[config.mk]
export PLATFORM = sky130hd
export DESIGN_NAME = lcf_host_ctrl
export DESIGN_NICKNAME = d
export VERILOG_FILES = /design/src/hdl/lcf_pkg.sv /design/src/hdl/lcf_frame_tx.sv /design/src/hdl/lcf_host_ctrl.sv
export SDC_FILE = /design/constraint.sdc
export NUM_CORES = 1
export LEC_CHECK = 0
export ABC_AREA = 1
export BUFFER_PORTS_ARGS = -buffer_cell sky130_fd_sc_hd__buf_2
export CAP_MARGIN = 20
export CORE_UTILIZATION = 28
export DETAILED_ROUTE_END_ITERATION = 12
export SYNTH_ARGS = -nofsm -noshare
export SYNTH_HDL_FRONTEND = slang
export SYNTH_SLANG_ARGS = --single-unit
[constraint.sdc]
create_clock -name clk -period 7.76 [get_ports clk]
set_input_delay 1.552 -clock clk [delete_from_list [all_inputs] [get_ports clk]]
set_output_delay 1.552 -clock clk [all_outputs]
set_load 0.01 [all_outputs]
[src/hdl/lcf_pkg.sv]
// Shared constants, device register map and carrier types for the load controller host.
package lcf_pkg;

  // Clock and answer timing.
  localparam int unsigned CLK_PERIOD_NS = 10;
  localparam int unsigned RESP_TIMEOUT_US = 1000;
  localparam int unsigned RESP_TIMEOUT_CYCLES = RESP_TIMEOUT_US * 1000 / CLK_PERIOD_NS;

  // Function codes spoken on the device link.
  localparam logic [7:0] FC_READ = 8'h03;
  localparam logic [7:0] FC_WRITE_ONE = 8'h06;
  localparam logic [7:0] FC_WRITE_MULTI = 8'h10;
  localparam logic [1:0] FLOAT_REG_COUNT = 2'h2;
  localparam logic [1:0] INT_REG_COUNT = 2'h1;

  // Parameter table indexes that the controller treats specially.
  localparam int unsigned NUM_PARAMS = 21;
  localparam int unsigned IDX_W = 5;
  localparam logic [IDX_W-1:0] IDX_LAST = 5'h14;
  localparam logic [IDX_W-1:0] IDX_WAVEFORM = 5'h03;
  localparam logic [IDX_W-1:0] IDX_RESTORE = 5'h11;
  localparam logic [IDX_W-1:0] IDX_MODE = 5'h02;
  localparam logic [IDX_W-1:0] IDX_ORIGIN = 5'h14;

  // Value encodings of the integer parameters.
  localparam logic [3:0] RANGE_LOW = 4'h0;
  localparam logic [3:0] RANGE_HIGH = 4'h1;
  localparam logic [3:0] MODE_CURRENT = 4'h1;
  localparam logic [3:0] MODE_SHUNT_REGULATOR = 4'h6;
  localparam logic [3:0] WAVE_SINE = 4'h0;
  localparam logic [3:0] WAVE_RAMP = 4'h3;
  localparam logic [3:0] RESTORE_SOFT = 4'h1;
  localparam logic [3:0] RESTORE_HARD = 4'h2;
  localparam logic [3:0] BOOL_OFF = 4'h0;
  localparam logic [3:0] BOOL_ON = 4'h1;
  localparam logic [3:0] ORIGIN_LOCAL = 4'h0;
  localparam logic [3:0] ORIGIN_FUNCGEN = 4'h1;
  localparam logic [3:0] ORIGIN_ANALOG = 4'h2;

  // Device write addresses, entry 0 on the right.
  localparam logic [NUM_PARAMS-1:0][15:0] PARAM_WR_ADDR = {
    16'h80a0, 16'h8060, 16'h8030, 16'h8010, 16'h71b0, 16'h7190, 16'h7170,
    16'h7150, 16'h7130, 16'h7110, 16'h70f0, 16'h70d0, 16'h70b0, 16'h7090,
    16'h7070, 16'h7050, 16'h7030, 16'h7010, 16'h6030, 16'h6010, 16'h50f0};
  // Device query addresses; the restore entry has none and holds zero.
  localparam logic [NUM_PARAMS-1:0][15:0] PARAM_RD_ADDR = {
    16'h80b0, 16'h8070, 16'h8020, 16'h0000, 16'h71c0, 16'h71a0, 16'h7180,
    16'h7160, 16'h7140, 16'h7120, 16'h7100, 16'h70e0, 16'h70c0, 16'h70a0,
    16'h7080, 16'h7060, 16'h7040, 16'h7020, 16'h6040, 16'h6020, 16'h5100};
  localparam logic [NUM_PARAMS-1:0] PARAM_FLOAT = 21'h01fff1;
  localparam logic [NUM_PARAMS-1:0] PARAM_READABLE = 21'h1dffff;
  // Legal integer value limits; float entries are not range checked.
  localparam logic [NUM_PARAMS-1:0][3:0] PARAM_MIN = {
    ORIGIN_LOCAL, BOOL_OFF, BOOL_OFF, RESTORE_SOFT, 52'h0, WAVE_SINE,
    MODE_CURRENT, RANGE_LOW, 4'h0};
  localparam logic [NUM_PARAMS-1:0][3:0] PARAM_MAX = {
    ORIGIN_ANALOG, BOOL_ON, BOOL_ON, RESTORE_HARD, 52'h0, WAVE_RAMP,
    MODE_SHUNT_REGULATOR, RANGE_HIGH, 4'h0};

  // Software register map of the controller.
  localparam int unsigned SW_ADDR_W = 8;
  localparam logic [SW_ADDR_W-1:0] REG_CMD = 8'h00;
  localparam logic [SW_ADDR_W-1:0] REG_WDATA = 8'h04;
  localparam logic [SW_ADDR_W-1:0] REG_STATUS = 8'h08;
  localparam logic [SW_ADDR_W-1:0] REG_RDATA = 8'h0c;
  localparam logic [SW_ADDR_W-1:0] REG_SHADOW = 8'h10;
  localparam int unsigned CMD_READ_BIT = 8;
  localparam int unsigned ST_BUSY = 0;
  localparam int unsigned ST_DONE = 1;
  localparam int unsigned ST_TIMEOUT = 2;
  localparam int unsigned ST_REFUSED = 3;
  localparam int unsigned ST_GEN_ACTIVE = 4;
  localparam logic [31:0] WDATA_RESET = 32'h0000_0000;

  typedef enum logic [1:0] {
    LCF_IDLE = 2'b00,
    LCF_SEND = 2'b01,
    LCF_WAIT = 2'b11
  } lcf_state_e;

  typedef struct packed {
    logic [7:0] func;
    logic [15:0] addr;
    logic [1:0] count;
    logic [31:0] data;
  } lcf_req_s;

  typedef struct packed {
    logic [15:0] word;
    logic last;
  } lcf_word_s;

endpackage

[src/hdl/lcf_frame_tx.sv]
// Serialiser that turns one device request into a frame of 16-bit link words.
`timescale 1ns/1ns
`default_nettype none
module lcf_frame_tx (
  input wire logic clk,
  input wire logic rst_n,
  input wire logic start,
  input wire lcf_pkg::lcf_req_s req,
  input wire logic tx_ready,
  output logic tx_valid,
  output lcf_pkg::lcf_word_s tx,
  output logic sent
);
  import lcf_pkg::*;

  logic active;
  logic [2:0] step;
  lcf_req_s held;
  logic [2:0] last_step;
  logic accept;

  // Frame word at a given step: function, address, then count or value, then data high and low.
  function automatic logic [15:0] word_at(input logic [2:0] s, input lcf_req_s r);
    logic [15:0] w;
    w = 16'h0000;
    unique case (s)
      3'h0: w = {8'h00, r.func};
      3'h1: w = r.addr;
      3'h2: w = (r.func == FC_WRITE_ONE) ? r.data[15:0] : {14'h0000, r.count};
      3'h3: w = r.data[31:16];
      default: w = r.data[15:0];
    endcase
    return w;
  endfunction

  function automatic logic [2:0] last_of(input lcf_req_s r);
    return (r.func == FC_WRITE_MULTI) ? 3'h4 : 3'h2;
  endfunction

  assign last_step = last_of(held);
  assign tx_valid = active;
  assign accept = active && tx_ready;
  assign sent = accept && tx.last;

  // Words advance only on acceptance, so a stalled link holds the current word.
  always_ff @(posedge clk or negedge rst_n) begin
    if (!rst_n) begin
      active <= 1'b0;
      step <= 3'h0;
      held <= '0;
      tx <= '0;
    end else if (start && !active) begin
      active <= 1'b1;
      step <= 3'h0;
      held <= req;
      tx <= '{word: word_at(3'h0, req), last: 1'b0};
    end else if (accept) begin
      if (step == last_step) begin
        active <= 1'b0;
        tx <= '0;
      end else begin
        step <= step + 3'h1;
        tx <= '{word: word_at(step + 3'h1, held), last: (step + 3'h1) == last_step};
      end
    end
  end
endmodule
`default_nettype wire

[src/hdl/lcf_host_ctrl.sv]
// Host controller that programs the electronic load's parameters over its register link.
//
// Design decision made here: the strobed register port.
`timescale 1ns/1ns
`default_nettype none
module lcf_host_ctrl #(
  parameter int unsigned TIMEOUT_CYCLES = lcf_pkg::RESP_TIMEOUT_CYCLES
) (
  input wire logic clk,
  input wire logic rst_n,
  input wire logic [lcf_pkg::SW_ADDR_W-1:0] sw_addr,
  input wire logic [31:0] sw_wdata,
  input wire logic sw_wr,
  input wire logic sw_rd,
  output logic [31:0] sw_rdata,
  output logic link_tx_valid,
  input wire logic link_tx_ready,
  output lcf_pkg::lcf_word_s link_tx,
  input wire logic link_rx_valid,
  input wire lcf_pkg::lcf_word_s link_rx
);
  import lcf_pkg::*;

  logic [1:0] rst_sync;
  logic rst_i_n;
  lcf_state_e state;
  logic [31:0] wdata;
  logic [31:0] read_value;
  logic [31:0] acc;
  logic [31:0] wait_cnt;
  logic [IDX_W-1:0] cmd_idx;
  logic cmd_read;
  logic cmd_float;
  logic st_done;
  logic st_timeout;
  logic st_refused;
  logic [3:0] origin_shadow;
  logic [3:0] wave_shadow;
  logic cmd_wr;
  logic [IDX_W-1:0] new_idx;
  logic [IDX_W-1:0] safe_idx;
  logic new_read;
  logic new_float;
  logic idx_ok;
  logic value_ok;
  logic refuse;
  logic start;
  logic sent;
  logic answer_end;
  logic timed_out;
  lcf_req_s req;

  // Reset is released through two flops so that every flop leaves reset on the same edge.
  always_ff @(posedge clk or negedge rst_n) begin
    if (!rst_n) begin
      rst_sync <= 2'b00;
    end else begin
      rst_sync <= {rst_sync[0], 1'b1};
    end
  end
  assign rst_i_n = rst_sync[1];

  // Decode of a command write and its legality against the parameter table.
  assign cmd_wr = sw_wr && (sw_addr == REG_CMD);
  assign new_idx = sw_wdata[IDX_W-1:0];
  assign new_read = sw_wdata[CMD_READ_BIT];
  assign idx_ok = (new_idx <= IDX_LAST);
  assign safe_idx = idx_ok ? new_idx : '0;
  assign new_float = PARAM_FLOAT[safe_idx];
  // Integer values outside the documented encodings are never sent.
  assign value_ok = (wdata[15:0] >= {12'h000, PARAM_MIN[safe_idx]}) &&
                    (wdata[15:0] <= {12'h000, PARAM_MAX[safe_idx]});
  // The restore entry has no query address, so reading it is refused.
  assign refuse = !idx_ok || (new_read && !PARAM_READABLE[safe_idx]) ||
                  (!new_read && !new_float && !value_ok);
  assign start = cmd_wr && (state == LCF_IDLE) && !refuse;
  assign answer_end = (state == LCF_WAIT) && link_rx_valid && link_rx.last;
  assign timed_out = (state == LCF_WAIT) && !answer_end &&
                     (wait_cnt == 32'(TIMEOUT_CYCLES - 1));

  // Request built from the table: code, address, count and data per parameter kind.
  always_comb begin
    req = '0;
    req.count = new_float ? FLOAT_REG_COUNT : INT_REG_COUNT;
    if (new_read) begin
      req.func = FC_READ;
      req.addr = PARAM_RD_ADDR[safe_idx];
    end else begin
      req.func = new_float ? FC_WRITE_MULTI : FC_WRITE_ONE;
      req.addr = PARAM_WR_ADDR[safe_idx];
      req.data = new_float ? wdata : {16'h0000, wdata[15:0]};
    end
  end

  lcf_frame_tx u_frame_tx (
    .clk(clk),
    .rst_n(rst_i_n),
    .start(start),
    .req(req),
    .tx_ready(link_tx_ready),
    .tx_valid(link_tx_valid),
    .tx(link_tx),
    .sent(sent)
  );

  // Transfer sequence: frame out, then wait for the answer or give up.
  always_ff @(posedge clk or negedge rst_i_n) begin
    if (!rst_i_n) begin
      state <= LCF_IDLE;
    end else begin
      unique case (state)
        LCF_IDLE: begin
          if (start) begin
            state <= LCF_SEND;
          end
        end
        LCF_SEND: begin
          if (sent) begin
            state <= LCF_WAIT;
          end
        end
        LCF_WAIT: begin
          if (answer_end || timed_out) begin
            state <= LCF_IDLE;
          end
        end
        default: begin
          state <= LCF_IDLE;
        end
      endcase
    end
  end

  // Command capture for the transfer in flight.
  always_ff @(posedge clk or negedge rst_i_n) begin
    if (!rst_i_n) begin
      cmd_idx <= '0;
      cmd_read <= 1'b0;
      cmd_float <= 1'b0;
    end else if (start) begin
      cmd_idx <= new_idx;
      cmd_read <= new_read;
      cmd_float <= new_float;
    end
  end

  // Answer timeout counter, running only while waiting.
  always_ff @(posedge clk or negedge rst_i_n) begin
    if (!rst_i_n) begin
      wait_cnt <= 32'h0000_0000;
    end else if (state == LCF_WAIT) begin
      wait_cnt <= wait_cnt + 32'h0000_0001;
    end else begin
      wait_cnt <= 32'h0000_0000;
    end
  end

  // Answer words shift in high first, so a float read lands as one 32-bit value.
  always_ff @(posedge clk or negedge rst_i_n) begin
    if (!rst_i_n) begin
      acc <= 32'h0000_0000;
      read_value <= 32'h0000_0000;
    end else if (start) begin
      acc <= 32'h0000_0000;
    end else if ((state == LCF_WAIT) && link_rx_valid) begin
      acc <= {acc[15:0], link_rx.word};
      if (link_rx.last && cmd_read) begin
        read_value <= {acc[15:0], link_rx.word};
      end
    end
  end

  // Write-data register that software fills before issuing a write command.
  always_ff @(posedge clk or negedge rst_i_n) begin
    if (!rst_i_n) begin
      wdata <= WDATA_RESET;
    end else if (sw_wr && (sw_addr == REG_WDATA)) begin
      wdata <= sw_wdata;
    end
  end

  // Sticky status; a new accepted command clears it and cannot meet a set in the same cycle.
  always_ff @(posedge clk or negedge rst_i_n) begin
    if (!rst_i_n) begin
      st_done <= 1'b0;
      st_timeout <= 1'b0;
      st_refused <= 1'b0;
    end else if (start) begin
      st_done <= 1'b0;
      st_timeout <= 1'b0;
      st_refused <= 1'b0;
    end else begin
      if (answer_end) begin
        st_done <= 1'b1;
      end
      if (timed_out) begin
        st_timeout <= 1'b1;
      end
      if (cmd_wr && ((state != LCF_IDLE) || refuse)) begin
        st_refused <= 1'b1;
      end
    end
  end

  // Host-side copy of origin and waveform, learned from completed writes and reads.
  always_ff @(posedge clk or negedge rst_i_n) begin
    if (!rst_i_n) begin
      origin_shadow <= ORIGIN_LOCAL;
      wave_shadow <= WAVE_SINE;
    end else if (answer_end) begin
      if (cmd_idx == IDX_ORIGIN) begin
        origin_shadow <= cmd_read ? link_rx.word[3:0] : wdata[3:0];
      end
      if (cmd_idx == IDX_WAVEFORM) begin
        wave_shadow <= cmd_read ? link_rx.word[3:0] : wdata[3:0];
      end
    end
  end

  // Read port: data stand in the cycle after the strobe; unmapped offsets read zero.
  always_ff @(posedge clk or negedge rst_i_n) begin
    if (!rst_i_n) begin
      sw_rdata <= 32'h0000_0000;
    end else if (sw_rd) begin
      unique case (sw_addr)
        REG_CMD: sw_rdata <= {23'h000000, cmd_read, 3'h0, cmd_idx};
        REG_WDATA: sw_rdata <= wdata;
        // Parameters only drive the load while the generator is the origin.
        REG_STATUS: sw_rdata <= {27'h0000000, origin_shadow == ORIGIN_FUNCGEN,
                                 st_refused, st_timeout, st_done, state != LCF_IDLE};
        REG_RDATA: sw_rdata <= read_value;
        REG_SHADOW: sw_rdata <= {24'h000000, wave_shadow, origin_shadow};
        default: sw_rdata <= 32'h0000_0000;
      endcase
    end else begin
      sw_rdata <= 32'h0000_0000;
    end
  end
endmodule
`default_nettype wire

==> flow_metrics.tcl, run 1 <==
set metrics [dict create \
    outcome "finished clean" \
    syn_avg_cell_area_um2 8.67 \
    cts_setup_buffers 0 \
    p_leak_nw 6.67 \
    synth-seq-area-share_pct 53.1 \
    grt_pass1_vias 8828 \
    stdcell_area_um2 13000 \
    r2r_start "state[0]$_DFFE_PN0P_" \
    num_rows 72 \
    ios 113 \
    dp_hpwl_mm 22.1 \
    synthSimpleGateAreaFrac_pct 19.9 \
    holdBufCountCts 0 \
    cp-start-kind "input port" \
    synthTopCellsByArea "dfrtp_1, nand2_1, inv_1" \
    coreArea_um2 38600 \
    synth-main-ff-cell "dfrtp_1" \
    grt_pass1_wl_mm 49.0 \
    cap_violations 0 \
    instances_no_fill 1908 \
    routed_via_density 4.76 \
    n_fill_cell 4034 \
    area_delta_synth_final_pct 18.7 \
    synth_top_family_by_area "simple AND/OR/NAND/NOR gates" \
    synthCells 1266 \
    rsz0062_at_grt "false" \
    synth_nets 1348 \
    dieArea_um2 40000 \
    synth.top_cells.by_count "nand2_1, dfrtp_1, inv_1" \
    antenna_found_initial 4 \
    synth_top_area_cell "dfrtp_1" \
    tns_ns 0 \
    clock-root-buffer "clkbuf_16" \
    gr-total-overflow 0 \
    postRouteAntennaNets 0 \
    worst_pin_slew_ns 1.08 \
    cts_buffers 27 \
    required_ns 8.18 \
    synth_area_um2 11000 \
    globalplace.congestion 0.876 \
    fmax_mhz 201 \
    maxSlewViolCount 0 \
    startpoint "sw_wdata[3]" \
    routed_wl_mm 31.1 \
    htree_levels 1 \
    vias 9077 \
    num-nets-final 1450 \
    fin_skew_ns 0.0141 \
    synth-adder-area-share_pct 2.17 \
    synth_warnings 0 \
    yosys.area.top_type_share_pct 53.1 \
    path_clk_slew_ns 0.06 \
    async_reset_ff_share_pct 100 \
    ys_ff_latch 233 \
    finalCritPeriodShare_pct 64.0 \
    detailedRoute.firstIterationViolations 665 \
    worst_setup_path_end_kind "register" \
    die_x_um 200 \
    grtUsageTotal_pct 15.7 \
    synth_compound_area_share_pct 12.1 \
    synth.area.mux_share_pct 3.89 \
    cts.sink_count 233 \
    ir_drop_v 0.000152 \
    dr.pass1.iters 5 \
    critPathKind "in -> reg" \
    clockBufferDepth 3 \
    cts_resized 0 \
    critPathArrivalTime_ns 5.39 \
    die_h_um 200 \
    start_util_pct 28.4 \
    hold_viol_final 0 \
    placed_area_um2 12000 \
    synth_edf_count 0 \
    synthXorXnorAreaFrac_pct 0.638 \
    cts_tree "done" \
    layout-drive-gt1-share_pct 16.1 \
    yosys.cell_types.count 47 \
    grt_max_degree 177 \
    hold_start "rst_sync[0]$_DFF_PN0_" \
    crit_path_max_fanout 63 \
    slew_headroom_pct 27.8 \
    setup_viol 0 \
    clk_latency_ns 0.53 \
    synth_most_common_cell "nand2_1" \
    period_minus_slack_ns 4.97 \
    drc 0 \
    cellPowerDensity_nw_per_um2 241 \
    worstHoldPathType "reg -> reg" \
    placed_cells 1857 \
    wl_per_cell_um 16.3 \
    io_buffers 112 \
]
-- state kept, by name, indices dropped and copies added, names as in the netlist --
signal / flops
wait_cnt: 32
st_done: 1
st_refused: 1
origin_shadow: 4
cmd_read: 1
u_frame_tx.tx_valid: 1
wave_shadow: 4
cmd_idx: 5
wdata: 32
u_frame_tx.held: 47
acc: 16
u_frame_tx.tx: 17
u_frame_tx.step: 3
read_value: 32
rst_sync: 2
state: 2
st_timeout: 1
sw_rdata: 32
-- power breakdown --
group / total [W] / switching, W / internal, W
sequential: 0.00133 / 0.0000558 / 0.00128
clock: 0.00141 / 0.000525 / 0.000885
combinational: 0.000401 / 0.000264 / 0.000136
-- stage by stage --
step                setup WS (ns)  hold slack [ns]  power, W  util, %
floorplan                   0.786            0.331   0.00158        -
global placement             2.48            0.344   0.00174     31.1
detailed placement           2.31            0.348   0.00175     31.2
CTS                          2.85            0.366   0.00317     33.7
global route                 2.39            0.373   0.00328     33.7
finish                       2.79            0.364   0.00314     33.7
-- area by class of cell --
cell class	count	area (µm²)	share of cell area (%)
clock inverter	16	238	1.82
clock buffer	34	752	5.77
sequential	233	5830	44.8
timing repair buffer	116	603	4.63
inverter	186	701	5.38
antenna	1	2.50	0.0192
tap	518	648	4.97
multi-input combinational	804	4250	32.6
-- final timing paths --
check	endpoint	slack [ns]	depth (start not counted)
worst min register to register	rst_sync[1]$_DFF_PN0_	0.36	0
min in group asynchronous	wait_cnt[22]$_DFF_PN0_	0.41	0
worst max-delay path	u_frame_tx.tx[2]$_DFFE_PN0P_	2.79	23
worst max register to register	read_value[26]$_DFFE_PN0P_	3.71	6
worst min-delay path	rst_sync[1]$_DFF_PN0_	0.36	0
max in group asynchronous	u_frame_tx.held[46]$_DFFE_PN0P_	5.93	1
-- kinds of logic (layout without fill, tap and decap cells) --
kind of cell / Yosys count / after routing
fa+ha+maj: 19 / 19
simple gates: 517 / 517
xor+xnor: 8 / 8
compound gates: 221 / 221
flops: 233 / 233
mux: 38 / 38
other cells: 1 / 2
buf+inv: 229 / 352
-- placed cells by master, fill, tap and decap left out, drive strengths merged --
master,instances
a21oi,25
o31ai,1
mux2i,1
a41oi,2
nor3b,2
ha,19
nor3,28
and3,1
a221oi,10
a211oi,1
a31oi,6
inv,185
o211ai,8
a22oi,7
nand4,18
conb,1
nand2,320
nor4,15
o21ba,1
mux2,37
nor2,90
a22o,22
clkinv,11
dfrtp,233
o21a,2
xnor2,1
o21ai,117
o221a,1
clkbuf,34
or2,4
o21bai,1
buf,116
nand3,39
diode,1
o22ai,17
bufinv,6
xor2,7
-- per-layer routing --
| metal | wire [µm] | GRT usage, % | vias to the layer above |
|---|---|---|---|
| li1 | - | - | 4332 |
| met1 | 13900 | 21.1 | 4430 |
| met2 | 14600 | 25.6 | 247 |
| met3 | 1610 | 2.35 | 62 |
| met4 | 997 | 5.71 | 6 |
| met5 | 46 | 0 | - |
-- critical path, cell delays in order --
cell and delay (ns):
buf_2 0.10, inv_1 0.18, nand2_1 0.12, nand2_1 0.12, nand2_1 0.16, inv_1 0.21, ha_1 0.18, inv_1 0.05
o21ai_0 0.18, o31ai_1 0.10, ha_1 0.30, nand2_1 0.07, nand2_1 0.05, nand2_1 0.07, nand2_1 0.05, nand2_1 0.07
a21oi_1 0.08, nand2_2 0.08, nand4_4 0.67, inv_4 0.62, nand2_1 0.19, nand2_1 0.12, nand2_1 0.05
Power figures use the tool's default switching activity.
==> run 2, diff against run 1 <==
- clock period: 7.76 -> 4 ns (I/O delays scaled with it)
==> run 2 against run 1 <==
Compared with the run above:
- cell area fell by 0.12%
- clock power rose by 69%
- sequential share of layout area rose by 0.056 points
- worst setup slack lost 2.1 ns
- wire length down 2.3%
- largest cell class unchanged
- largest power group is now registers
==> flow_metrics.tcl, run 2 (synthesis gave the netlist of run 1 again) <==
set metrics [dict create \
    outcome "finished clean" \
    required_ns 4.40 \
    dp_hpwl_mm 22.3 \
    fin_skew_ns 0.0112 \
    detailedRoute.firstIterationViolations 618 \
    setup_viol 0 \
    ios 113 \
    drc 0 \
    dr.pass1.iters 7 \
    ff2ff_path_depth 9 \
    grt_max_degree 109 \
    clk_latency_ns 0.53 \
    tns_ns 0 \
    start_util_pct 28.4 \
    worstHoldPathType "in -> async" \
    dieArea_um2 40000 \
    r2r_start "u_frame_tx.step[1]$_DFFE_PN0P_" \
    ir_drop_v 0.000291 \
    hold_slack_ns 0.0479 \
    die_h_um 200 \
    cts_resized 0 \
    critPathKind "in -> reg" \
    wl_per_cell_um 15.8 \
    die_x_um 200 \
    gr-total-overflow 0 \
    area_delta_synth_final_pct 18.6 \
    r2r-end "u_frame_tx.tx[16]$_DFFE_PN0P_" \
    globalplace.congestion 0.890 \
    fmax_mhz 304 \
    vias 8887 \
    final_common_cell "nand2_1" \
    hold_viol_final 0 \
    largest_reg_flops 47 \
    routed_via_density 4.63 \
    io_buffers 112 \
    cts_tree "done" \
    holdBufCountCts 0 \
    slew_headroom_pct 58.1 \
    cap_violations 0 \
    n_fill_cell 4006 \
    postRouteAntennaNets 0 \
    num_rows 72 \
    clockBufferDepth 3 \
    maxSlewViolCount 0 \
    cts_buffers 25 \
    rsz0062_at_grt "false" \
    htree_levels 1 \
    coreArea_um2 38600 \
    worst_pin_slew_ns 0.624 \
    grt_pass1_wl_mm 48.6 \
    path_clk_slew_ns 0.06 \
    critPathArrivalTime_ns 3.69 \
    p_leak_nw 6.67 \
    finalCritPeriodShare_pct 82.4 \
    largest_register "u_frame_tx.held" \
    grt_pass1_vias 8825 \
    worst_setup_path_end_kind "register" \
    routed_wl_mm 30.4 \
    grtUsageTotal_pct 15.6 \
    rrSetupSlack_ns 1.59 \
    cts.sink_count 233 \
    crit_path_max_fanout 48 \
    antenna_found_initial 3 \
    num-nets-final 1463 \
    final_core_util_pct 33.7 \
    cts_setup_buffers 0 \
    layout-drive-gt1-share_pct 16.5 \
    cellPowerDensity_nw_per_um2 440 \
    clock-root-buffer "clkbuf_16" \
    period_minus_slack_ns 3.29 \
    layout_common_cells "nand2_1, dfrtp_1, inv_1" \
    cp-start-kind "input port" \
]
## run 2: changes by cell type in the layout (fill, tap and decap cells not counted), sizes merged
cell / change
clkinvlp: +1
bufinv: -3
buf: +15
inv: -1
clkinv: -1
diode: +1
## run 2: report_power, final
| part | internal [W] | switching [W] |
|---|---|---|
| sequential | 0.00248 | 0.0000955 |
| clock | 0.00141 | 0.000966 |
| combinational | 0.000270 | 0.000508 |
## run 2: per-layer routing
metal,vias to the layer above,global-route usage [%],share of wire [%]
met3,47,2.45,4.7
met5,-,0,0.043
li1,4355,-,-
met2,183,25.3,47
met1,4300,21.1,46
met4,2,5.29,2.7
## run 2: worst max path at each step
stage	startpoint	to	slack, ns	depth (start not counted)
2_1_floorplan	rst_sync[1]$_DFF_PN0_	acc[0]$_DFFE_PN0P_	0.17	0
3_3_place_gp	sw_wdata[3]	state[1]$_DFFE_PN0P_	0.24	22
3_5_place_dp	sw_wdata[3]	u_frame_tx.held[5]$_DFFE_PN0P_	0.11	19
4_1_cts	sw_wdata[3]	u_frame_tx.held[5]$_DFFE_PN0P_	0.65	19
5_1_grt	sw_wdata[3]	state[1]$_DFFE_PN0P_	0.35	22
6_report	sw_wdata[3]	u_frame_tx.held[5]$_DFFE_PN0P_	0.71	19
## run 2: critical path: stages
cell and delay (ns):
buf_2 0.09, inv_1 0.19, nand2_1 0.11, nand2_1 0.12
nand2_1 0.16, inv_1 0.21, ha_1 0.20, nand2_1 0.11
ha_1 0.33, inv_1 0.05, nand2_1 0.11, nand4_1 0.17
nor2_1 0.21, a21oi_1 0.10, nand2_2 0.08, nand4_4 0.13
buf_4 0.31, nand2_1 0.12, o21ai_0 0.09
## run 2: area by class of cell
class                   count  area, µm²  share of cell area (%)
diodes                      2       5.00                  0.0385
inverters                 186        701                    5.38
well taps                 518        648                    4.98
clock inverters            12        156                    1.20
clock buffers              34        689                    5.30
multi-input cells         804       4250                    32.7
repair buffers            131        728                    5.60
flip-flops and latches    233       5830                    44.8
## run 2: metrics by stage
stage	cells	power [W]	setup slack [ns]	instance area, µm²
after global placement	1872	0.00338	0.235	12200
final	1920	0.00573	0.705	13000
after global routing	1919	0.00600	0.354	13000
after CTS	1918	0.00579	0.651	13000
after detailed placement	1872	0.00340	0.109	12200
after floorplan	1266	0.00307	0.172	11000
